### src/core/awis_pkg.sv
// package: register map, reset values and field positions for the window and input select block
package awis_pkg;
  // register addresses on the special function register port
  localparam logic [7:0] ADDR_INPUT_SEL = 8'hBB;
  localparam logic [7:0] ADDR_GT_LO = 8'hC3;
  localparam logic [7:0] ADDR_GT_HI = 8'hC4;
  localparam logic [7:0] ADDR_LT_LO = 8'hC5;
  localparam logic [7:0] ADDR_LT_HI = 8'hC6;
  localparam logic [7:0] ADDR_TEMP_OFS_LO = 8'h85;
  localparam logic [7:0] ADDR_TEMP_OFS_HI = 8'h86;
  localparam logic [7:0] ADDR_CONV_CTRL = 8'hE8;
  localparam logic [7:0] ADDR_REF_CTRL = 8'hD1;
  // field positions
  localparam int WIN_FLAG_BIT = 3;
  localparam int TEMP_EN_BIT = 2;
  localparam int CONV_BITS = 10;
  localparam int PORT_PINS = 16;
  // reset values
  localparam logic [7:0] GT_RST = 8'hFF;
  localparam logic [7:0] LT_RST = 8'h00;
  localparam logic [4:0] INPUT_SEL_RST = 5'h1F;
  localparam logic [7:0] CONV_CTRL_RST = 8'h00;
  localparam logic [7:0] REF_CTRL_RST = 8'h00;
  // selector codes for the internal sources
  localparam logic [4:0] SEL_TEMP = 5'h10;
  localparam logic [4:0] SEL_SUPPLY = 5'h11;
endpackage

### src/core/awis_win_if.sv
// interface: limits and conversion word passed to the window comparator
interface awis_win_if;
  logic [15:0] gt_word; // greater-than limit pair
  logic [15:0] lt_word; // less-than limit pair
  logic [15:0] conv_word; // zero-extended conversion result
  logic match; // window condition met for conv_word
  modport cmp (input gt_word, input lt_word, input conv_word, output match);
  modport ctl (output gt_word, output lt_word, output conv_word, input match);
endinterface

### src/core/awis_top.sv
// top: register port, window flag, positive input selector and temperature sensor control
// Notes on behaviour
// - less-than low byte, read/write, resets zero
// - inside mode flags word strictly between limits
// - outside mode flags word below gt or above lt
// - result is 10-bit unsigned, compared unsigned
// - codes map pins, temp sensor, supply, none
// - select field bits 4:0, top zero, reset ones
// - enable bit in reference control gates sensor
// - offset registers hold factory zero-degree reading
// - compare runs after every conversion automatically
// - each limit is a 16-bit byte pair
// - window flag lives in converter control register
// - greater-than limit bytes reset to all ones
module awis_top (
  input wire logic i_core_clk,
  input wire logic i_rst_n,
  input wire logic [7:0] i_sfr_addr, // register address
  input wire logic [7:0] i_sfr_wdata, // write data
  input wire logic i_sfr_wr, // write strobe
  input wire logic i_sfr_rd, // read strobe
  output logic [7:0] o_sfr_rdata, // read data, one cycle after the strobe
  input wire logic [awis_pkg::CONV_BITS-1:0] i_conv_word, // finished conversion word
  input wire logic i_conv_done, // one-cycle pulse per conversion
  input wire logic [awis_pkg::CONV_BITS-1:0] i_trim_offset, // factory offset, loaded once after reset release
  output logic o_window_flag, // window_match_flag
  output logic [7:0] o_port0_sel, // port 0 pin switches
  output logic [7:0] o_port1_sel, // port 1 pin switches
  output logic o_temp_sel, // temperature sensor switch
  output logic o_supply_sel, // supply switch
  output logic o_temp_sensor_en, // temp_sensor_enable
  output logic [7:0] o_conv_ctrl // converter control bits, window flag in bit 3
);
  import awis_pkg::*;

  // limit registers
  logic [7:0] gt_hi_q, gt_lo_q, lt_hi_q, lt_lo_q;
  // selector field
  logic [4:0] sel_q;
  // converter control bits other than the flag
  logic [7:0] ctrl_q;
  // the sticky window flag
  logic flag_q, flag_d;
  // reference control register
  logic [7:0] ref_q;
  // offset calibration registers, left-justified
  logic [7:0] tofs_hi_q;
  logic [1:0] tofs_lo_q;
  // high once the factory offset has been captured
  logic trim_loaded_q;
  // read data register and its next value
  logic [7:0] rdata_q, rdata_d;
  // per-input switch decode
  logic [PORT_PINS-1:0] pin_sel;

  // write strobes
  wire wr_gt_hi = i_sfr_wr && (i_sfr_addr == ADDR_GT_HI);
  wire wr_gt_lo = i_sfr_wr && (i_sfr_addr == ADDR_GT_LO);
  wire wr_lt_hi = i_sfr_wr && (i_sfr_addr == ADDR_LT_HI);
  wire wr_lt_lo = i_sfr_wr && (i_sfr_addr == ADDR_LT_LO);
  wire wr_sel = i_sfr_wr && (i_sfr_addr == ADDR_INPUT_SEL);
  wire wr_ctrl = i_sfr_wr && (i_sfr_addr == ADDR_CONV_CTRL);
  wire wr_ref = i_sfr_wr && (i_sfr_addr == ADDR_REF_CTRL);
  wire wr_tofs_hi = i_sfr_wr && (i_sfr_addr == ADDR_TEMP_OFS_HI);
  wire wr_tofs_lo = i_sfr_wr && (i_sfr_addr == ADDR_TEMP_OFS_LO);

  // comparator link
  awis_win_if win ();
  assign win.gt_word = {gt_hi_q, gt_lo_q};
  assign win.lt_word = {lt_hi_q, lt_lo_q};
  assign win.conv_word = {6'h00, i_conv_word};

  awis_window_cmp u_cmp (
    .win(win)
  );

  // a match on a finished conversion sets the flag
  wire win_hit = i_conv_done && win.match;
  // a write of zero to the flag bit clears it
  wire flag_clr = wr_ctrl && !i_sfr_wdata[WIN_FLAG_BIT];

  // flag next value: a hit wins over a clear in the same cycle
  always_comb begin
    flag_d = flag_q;
    if (win_hit) begin
      flag_d = 1'b1;
    end else if (flag_clr) begin
      flag_d = 1'b0;
    end else if (wr_ctrl) begin
      flag_d = 1'b1; // software may set it to force the event
    end
  end

  // limit registers
  always_ff @(posedge i_core_clk or negedge i_rst_n) begin
    if (!i_rst_n) begin
      gt_hi_q <= GT_RST;
      gt_lo_q <= GT_RST;
      lt_hi_q <= LT_RST;
      lt_lo_q <= LT_RST;
    end else begin
      if (wr_gt_hi) gt_hi_q <= i_sfr_wdata;
      if (wr_gt_lo) gt_lo_q <= i_sfr_wdata;
      if (wr_lt_hi) lt_hi_q <= i_sfr_wdata;
      if (wr_lt_lo) lt_lo_q <= i_sfr_wdata;
    end
  end

  // selector, control and reference registers
  always_ff @(posedge i_core_clk or negedge i_rst_n) begin
    if (!i_rst_n) begin
      sel_q <= INPUT_SEL_RST;
      ctrl_q <= CONV_CTRL_RST;
      flag_q <= 1'b0;
      ref_q <= REF_CTRL_RST;
    end else begin
      if (wr_sel) sel_q <= i_sfr_wdata[4:0];
      if (wr_ctrl) ctrl_q <= i_sfr_wdata;
      flag_q <= flag_d;
      if (wr_ref) ref_q <= i_sfr_wdata;
    end
  end

  // offset registers: capture the factory value once after reset release
  always_ff @(posedge i_core_clk or negedge i_rst_n) begin
    if (!i_rst_n) begin
      tofs_hi_q <= 8'h00;
      tofs_lo_q <= 2'h0;
      trim_loaded_q <= 1'b0;
    end else if (!trim_loaded_q) begin
      tofs_hi_q <= i_trim_offset[9:2];
      tofs_lo_q <= i_trim_offset[1:0];
      trim_loaded_q <= 1'b1;
    end else begin
      if (wr_tofs_hi) tofs_hi_q <= i_sfr_wdata;
      if (wr_tofs_lo) tofs_lo_q <= i_sfr_wdata[7:6];
    end
  end

  // read mux; unmapped addresses read zero
  always_comb begin
    rdata_d = 8'h00;
    if (i_sfr_addr == ADDR_GT_HI) begin
      rdata_d = gt_hi_q;
    end else if (i_sfr_addr == ADDR_GT_LO) begin
      rdata_d = gt_lo_q;
    end else if (i_sfr_addr == ADDR_LT_HI) begin
      rdata_d = lt_hi_q;
    end else if (i_sfr_addr == ADDR_LT_LO) begin
      rdata_d = lt_lo_q;
    end else if (i_sfr_addr == ADDR_INPUT_SEL) begin
      rdata_d = {3'h0, sel_q};
    end else if (i_sfr_addr == ADDR_CONV_CTRL) begin
      rdata_d = ctrl_q;
      rdata_d[WIN_FLAG_BIT] = flag_q;
    end else if (i_sfr_addr == ADDR_REF_CTRL) begin
      rdata_d = ref_q;
    end else if (i_sfr_addr == ADDR_TEMP_OFS_HI) begin
      rdata_d = tofs_hi_q;
    end else if (i_sfr_addr == ADDR_TEMP_OFS_LO) begin
      rdata_d = {tofs_lo_q, 6'h00};
    end
  end

  // read data register, updated only on a read strobe
  always_ff @(posedge i_core_clk or negedge i_rst_n) begin
    if (!i_rst_n) begin
      rdata_q <= 8'h00;
    end else if (i_sfr_rd) begin
      rdata_q <= rdata_d;
    end
  end

  // one switch per port pin, codes 0 to 15
  generate
    for (genvar i = 0; i < PORT_PINS; i++) begin : g_pin
      assign pin_sel[i] = (sel_q == 5'(i));
    end
  endgenerate

  // outputs
  assign o_sfr_rdata = rdata_q;
  assign o_window_flag = flag_q;
  assign o_port0_sel = pin_sel[7:0];
  assign o_port1_sel = pin_sel[15:8];
  assign o_temp_sel = (sel_q == SEL_TEMP);
  assign o_supply_sel = (sel_q == SEL_SUPPLY);
  assign o_temp_sensor_en = ref_q[TEMP_EN_BIT];
  assign o_conv_ctrl = {ctrl_q[7:WIN_FLAG_BIT+1], flag_q, ctrl_q[WIN_FLAG_BIT-1:0]};
endmodule

### src/core/awis_window_cmp.sv
// window comparator: inside or outside test of an unsigned word against two limits
module awis_window_cmp (
  awis_win_if.cmp win
);
  import awis_pkg::*;
  // inside mode is chosen by the limits themselves
  wire inside_mode = win.lt_word > win.gt_word;
  // unsigned compares, strict on both sides
  wire above_gt = win.conv_word > win.gt_word;
  wire below_lt = win.conv_word < win.lt_word;
  wire below_gt = win.conv_word < win.gt_word;
  wire above_lt = win.conv_word > win.lt_word;
  // inside: strictly between the limits
  wire inside_hit = above_gt && below_lt;
  // outside: strictly below gt or strictly above lt
  wire outside_hit = below_gt || above_lt;
  assign win.match = inside_mode ? inside_hit : outside_hit;
endmodule

### config.mk
export PLATFORM = sky130hd
export DESIGN_NAME = awis_top
export DESIGN_NICKNAME = d
export VERILOG_FILES = /design/src/core/awis_pkg.sv /design/src/core/awis_win_if.sv /design/src/core/awis_top.sv /design/src/core/awis_window_cmp.sv
export SDC_FILE = /design/constraint.sdc
export NUM_CORES = 1
export LEC_CHECK = 0
export BUFFER_PORTS_ARGS = -buffer_cell sky130_fd_sc_hd__buf_4
export CORE_ASPECT_RATIO = 2
export CORE_MARGIN = 2
export CORE_UTILIZATION = 44
export DETAILED_ROUTE_END_ITERATION = 7
export PLACE_DENSITY = 0.65
export SLEW_MARGIN = 40
export SYNTH_ARGS = -nofsm -noshare
export SYNTH_HDL_FRONTEND = slang
export SYNTH_SLANG_ARGS = --single-unit
### constraint.sdc
create_clock -name i_core_clk -period 2.8 [get_ports i_core_clk]
set_clock_uncertainty 0.1 [all_clocks]
set_input_delay 0.7 -clock i_core_clk [delete_from_list [all_inputs] [get_ports i_core_clk]]
set_output_delay 0.7 -clock i_core_clk [all_outputs]
set_load 0.01 [all_outputs]
# After elaboration in Yosys (flattened, before gate mapping)
# Cells that the tools add are included.
[op_classes]
add_sub_neg = 0
multipliers = 0
div = 0
magnitude_cmp = 5
n_eq_ne = 28
n_shift = 0
mux = 17
bitwise = 0
n_reduce_logical = 16
[ops]
columns = ["cell", "n"]
rows = [
  ["8-bit 2-to-1 mux", 11],
  ["8-bit equality test, second input constant", 9],
  ["5-bit by 4-bit equality test with 1-bit output, second input constant", 8],
  ["10-bit by 16-bit greater-than comparator with 1-bit output", 2],
  ["10-bit by 16-bit less-than comparator with 1-bit output", 2],
  ["5-bit by 3-bit equality test with 1-bit output, second input constant", 4],
  ["16-bit greater-than comparator", 1],
  ["1-bit logical AND", 12],
  ["5-bit by 2-bit equality test with 1-bit output, second input constant", 2],
  ["5-bit equality test, second input constant", 2],
  ["5-bit by 1-bit equality test with 1-bit output, second input constant", 1],
  ["5-bit zero test", 1],
  ["1-bit 2-to-1 mux", 4],
  ["2-bit 2-to-1 mux", 2],
  ["2-bit by 1-bit != test with 1-bit output, second input constant", 2],
  ["3-bit nonzero test", 1],
  ["1-bit zero test", 1],
  ["1-bit logical OR", 1],
]
[word_totals]
reg_bits = 73
latch_bits = 0
ram_bits = 0
romBits = 0
inputBits = 41
out_inout_bits = 36
word_cells = 78
memories = 0

# Logic depth before layout (Yosys ltp)
[depth]
depth_word = 10
ltp_mapped = 9
depth_no_buf = 9

# Cells and area by module
# Synthesis repeated with hierarchy kept, for this count alone.
[hier_totals]
cells_unflattened = 485
hier_area_um2 = 4877.2
[modules_own_cells]
columns = ["mod", "instances", "cells_each", "area_each_um2", "seq_area_each_um2"]
rows = [
  ["awis_top", 1, 330, 3726.1, 1828.0],
  ["awis_window_cmp", 1, 155, 1151.1, 0.0],
]

# Worst setup path before layout
# OpenSTA, ideal clock, no wires.
[synth_path]
path_kind = "input -> register"
from = "input port i_conv_word[5] (netlist name)"
to = "register flag_q (netlist: o_window_flag)"
setup_ps = 69
arrival_ps = 2222
required_time_ps = 2631
path_slack_ps = 409
path_stages = 7
path_buffers = 0
path_cell_list = "ha_1 a211oi_2 nor2_1 a2111oi_1 a21oi_1 or4_1 nand3_1"
[synth_via]
elab_chain_cells = 5
word_cells_on_any_way = 10
cone_classes = "4 x order compare; 2 x mux; 4 x reduce/logical"
[synth_lines]
columns = ["item", "line_no", "rtl"]
rows = [
  ["start, declared", "awis_top.sv:23", "input wire logic [awis_pkg::CONV_BITS-1:0] i_conv_word,"],
  ["10-bit by 16-bit less-than comparator with 1-bit output, or another cell as far along", "awis_window_cmp.sv:11", "wire below_gt = win.conv_word < win.gt_word;"],
  ["1-bit logical OR or 1-bit logical AND (tied branches)", "awis_window_cmp.sv:16, awis_window_cmp.sv:14", ""],
  ["1-bit 2-to-1 mux *", "awis_window_cmp.sv:17", "assign win.match = inside_mode ? inside_hit : outside_hit;"],
  ["1-bit logical AND *", "awis_top.sv:78", "wire win_hit = i_conv_done && win.match;"],
  ["3-bit nonzero test (no line) or 1-bit 2-to-1 mux (tied branches)", "-", ""],
  ["end signal, assigned", "awis_top.sv:119", "flag_q <= flag_d;"],
  ["end, declared", "awis_top.sv:43", "logic flag_q, flag_d;"],
]
# Every way passes the cells marked *; elsewhere a longest branch is shown, timed or not.
# A chain may end at the register's enable or synchronous reset.

# Final worst setup path
[layout_path]
from = "register gt_lo_q[6]"
to = "register flag_q (netlist: o_window_flag)"
[layout_via]
elab_chain_cells = 5
word_cells_on_any_way = 9
cone_classes = "3 x order compare; 2 x mux; 4 x reduce/logical"
[layout_lines]
columns = ["item", "line_no", "rtl"]
rows = [
  ["start, declared", "awis_top.sv:37", "logic [7:0] gt_hi_q, gt_lo_q, lt_hi_q, lt_lo_q;"],
  ["start signal, assigned", "awis_top.sv:103", "if (wr_gt_lo) gt_lo_q <= i_sfr_wdata;"],
  ["10-bit by 16-bit less-than comparator with 1-bit output or 10-bit by 16-bit greater-than comparator with 1-bit output (tied branches)", "awis_window_cmp.sv:11, awis_window_cmp.sv:9", ""],
  ["1-bit logical OR or 1-bit logical AND (tied branches)", "awis_window_cmp.sv:16, awis_window_cmp.sv:14", ""],
  ["1-bit 2-to-1 mux *", "awis_window_cmp.sv:17", ""],
  ["1-bit logical AND *", "awis_top.sv:78", ""],
  ["3-bit nonzero test (no line) or 1-bit 2-to-1 mux (tied branches)", "-", ""],
]
# Marked as above.

==> impl_results.md <==
- Status: complete, no violations
- Vias in the first global route: between 3000 and 4000
- Cell Pwr Density: 498 nW/um2
- FF/Latch Area: around 1800 um2
- Final GP Congestion: approximately 0.97
- Ys Warns: 0
- Slew headroom: 62.8%
- CTS HTree Levels: 3
- FMAX: slightly below 400 MHz
- CTS buffer count: 9
- Post-layout util: between 50 and 60%
- Die Span Y: 146 um
- Initial antenna violation count: 0
- Crit end category: flip-flop
- Number of flops mapped to enable cells by yosys: 0
- Startpoint types: flip-flop
- Crit path DAT: between 2 and 3 ns
- Filler instances: between 900 and 1000
- Min Tclk post-route: approximately 2.6 ns
- Die area: about 11000 um2
- Crit path max-delay family: simple AND/OR/NAND/NOR gates
- Type of the worst setup path: reg -> reg
- CP bufs+invs: 1
- ANT nets after route: 0
- Initial Util: 44.5%
- Crit-path max FO: 3
- Final Cycle Share: about 90%
- Syn nets: about 500
- Syn Inst Count: approximately 440
- Worst r2r dst: o_window_flag
- Overflow after GRT: 0
- Proportion of layout cells with a drive suffix above 1: between 30% and 40%
- Synth Flop Type: dfrtp_1
- Lkg Pwr: 2.57 nW
- Setup bufs post-CTS: 0
- Via count: approximately 3700
- Nets: a little under 600
- CTS root buffer: clkbuf_16
- CTS Sinks: 72
- Post-Syn Area: between 4000 and 5000 um2
- Origin of the critical flop-to-flop path: gt_lo_q[6]
- Synth-to-Final Area Change: 23.6%
- Hold Crit Class: in -> async
- PostCTS Resize Cnt: 0
- Slowest cell on crit path: dfstp_2
- Worst path max stage delay: approximately 0.56 ns
- Ant diodes: 0
- Setup violators final: 0
- Routed wire per std cell: 19.5 um
- I/O Buffers: between 70 and 80
- Worst-Skew Late Latency: 0.33 ns
- R2R setup slack: between 0.2 and 0.25 ns
- Pin count of the biggest net entering global routing: 39
- Number of DRC markers in iteration 0: 197
- Seq cells post-synth: between 70 and 80
- Critical Path End: o_window_flag
- Die width: ~75 um
- Critical-path cell list: inv_1, ha_1, nand4_1, a21oi_1, o31ai_1, a22o_1, or4_1, nand3_1
- Maximum vdd drop: between 0.0003 and 0.0004 V
- Worst Tran Pin Value: around 0.56 ns
- Async S/R FF share, synth: 100%
- WP depth: 8
- Setup TNS: 0 ns
- Total power: between 2 and 3 mW
- Post-route design area: approximately 5500 um2
- CTS tree: yes
- Launch point of the critical path: gt_lo_q[6]
- Clk slew on worst S/H paths: roughly 0.060 ns
- Sequential fraction of the synthesis area: 41.0%
- Distinct cells, synth: between 60 and 70
- # rows: 52
- Drt drc: 0
- Fin. max-slew vios: 0
- Area of the multi-input gates: around 2400 um2
- RSZ-0062 raised after global routing: no
- Hold_buf cts: 0
- Worst r2r path cells: 8
- Cell Area, Placed: ~5200 um2
- First-pass GRT wire length: approximately 21000 um
- Critical Path RT: 2.97 ns
- Drt first pass iters: 7
- Total GRT Usage: 25.2%
- Final hold vios: 0
- Max-cap check violation count: 0
- Routed WL: approximately 13000 um
- Ports: 77
- Vias per inst: around 5.7
- Placed wire-length estimate: slightly above 10000 um
- Core footprint: approximately 10000 um2
- Avg Synthesized Cell Area: 10.3 um2
- CTS Buffer Depth: 2
where the power goes:
group | internal, mW | switching (mW) | total [mW]
Sequential | 1.11 | 0.0582 | 1.17
Combinational | 0.200 | 0.235 | 0.435
Clock | 0.693 | 0.450 | 1.14
state kept, by name, summed over array words and instances (netlist names):
signal and cells:
lt_hi_q 8, gt_hi_q 8, o_sfr_rdata 8, sel_q 5
gt_lo_q 8, ctrl_q 7, tofs_lo_q 2, tofs_hi_q 8
trim_loaded_q 1, ref_q 8, lt_lo_q 8, o_window_flag 1
through the flow:
| step | hold slack (ns) | setup slack, ns | cells |
|---|---|---|---|
| 4_1_cts | 0.254 | 0.293 | 659 |
| 3_5_place_dp | 0.394 | 0.157 | 643 |
| 6_report | 0.236 | 0.242 | 659 |
| 3_3_place_gp | 0.389 | 0.185 | 643 |
| 2_1_floorplan | 0.304 | 0.409 | 435 |
| 5_1_grt | 0.271 | 0.166 | 659 |
routing by layer:
layer	GRT usage, %	vias up	wire length [um]
li1	-	1758	-
met5	0	-	0
met3	3.59	33	492
met1	28.3	1815	4590
met2	44.9	127	7280
met4	11.7	0	513
cells by family after synthesis:
logic type | count (synthesis) | synth area share, %
and+or+nand+nor | 123 | 15.6
AOI/OAI and AO/OA | 99 | 15.0
DFF | 72 | 41.0
muxes | 57 | 14.1
buffers and inverters | 47 | 4.18
adders and majority gates | 36 | 10.1
other | 1 | 0.0841
how the worst min path moves through the flow:
stage	start	to	slack [ns]	cells past startpoint
global route	i_rst_n	lt_hi_q[0]	0.27	1
floorplan	i_rst_n	ctrl_q[0]	0.30	0
CTS	i_rst_n	lt_hi_q[0]	0.25	1
detailed placement	ref_q[4]	ref_q[4]	0.39	1
global placement	ref_q[0]	ref_q[0]	0.39	1
finish	i_rst_n	lt_hi_q[0]	0.24	1
placed cells by master (no fill, tap or decap), types with 4 or more instances in the layout:
cell / Yosys / final
a21oi_1: 23 / 23
a221oi_1: 4 / 4
a22o_1: 8 / 8
a22oi_1: 11 / 11
buf_4: 2 / 86
clkbuf_16: 0 / 9
dfrtp_1: 51 / 51
dfstp_2: 21 / 21
ha_1: 36 / 36
inv_1: 33 / 33
mux2_2: 46 / 46
mux2i_1: 11 / 11
nand2_1: 21 / 21
nand2b_1: 4 / 4
nand3_1: 7 / 7
nand4_1: 7 / 7
nor2_1: 38 / 38
nor2b_1: 5 / 5
nor3_1: 9 / 9
o21ai_0: 19 / 19
o22ai_1: 6 / 6
cells in the mapped netlist (5+ instances only):
library cell / count / share of area (%)
a21oi_1: 23 / 2.6
a22o_1: 8 / 1.6
a22oi_1: 11 / 1.9
clkbuf_1: 8 / 0.67
dfrtp_1: 51 / 29
dfstp_2: 21 / 12
ha_1: 36 / 10
inv_1: 33 / 2.8
mux2_2: 46 / 12
mux2i_1: 11 / 2.5
nand2_1: 21 / 1.8
nand3_1: 7 / 0.79
nand4_1: 7 / 0.98
nor2_1: 38 / 3.2
nor2b_1: 5 / 0.70
nor3_1: 9 / 1.0
o21ai_0: 19 / 2.1
o22ai_1: 6 / 0.84
final cells by class:
type / count / share of cell area [%]
clock buffers: 10 / 4.15
clock inverters: 6 / 1.23
inverters: 34 / 2.32
multi-input cells: 316 / 44.4
flip-flops and latches: 72 / 33.2
well taps: 135 / 3.06
repair buffers: 86 / 11.7
Power figures use the tool's default switching activity.
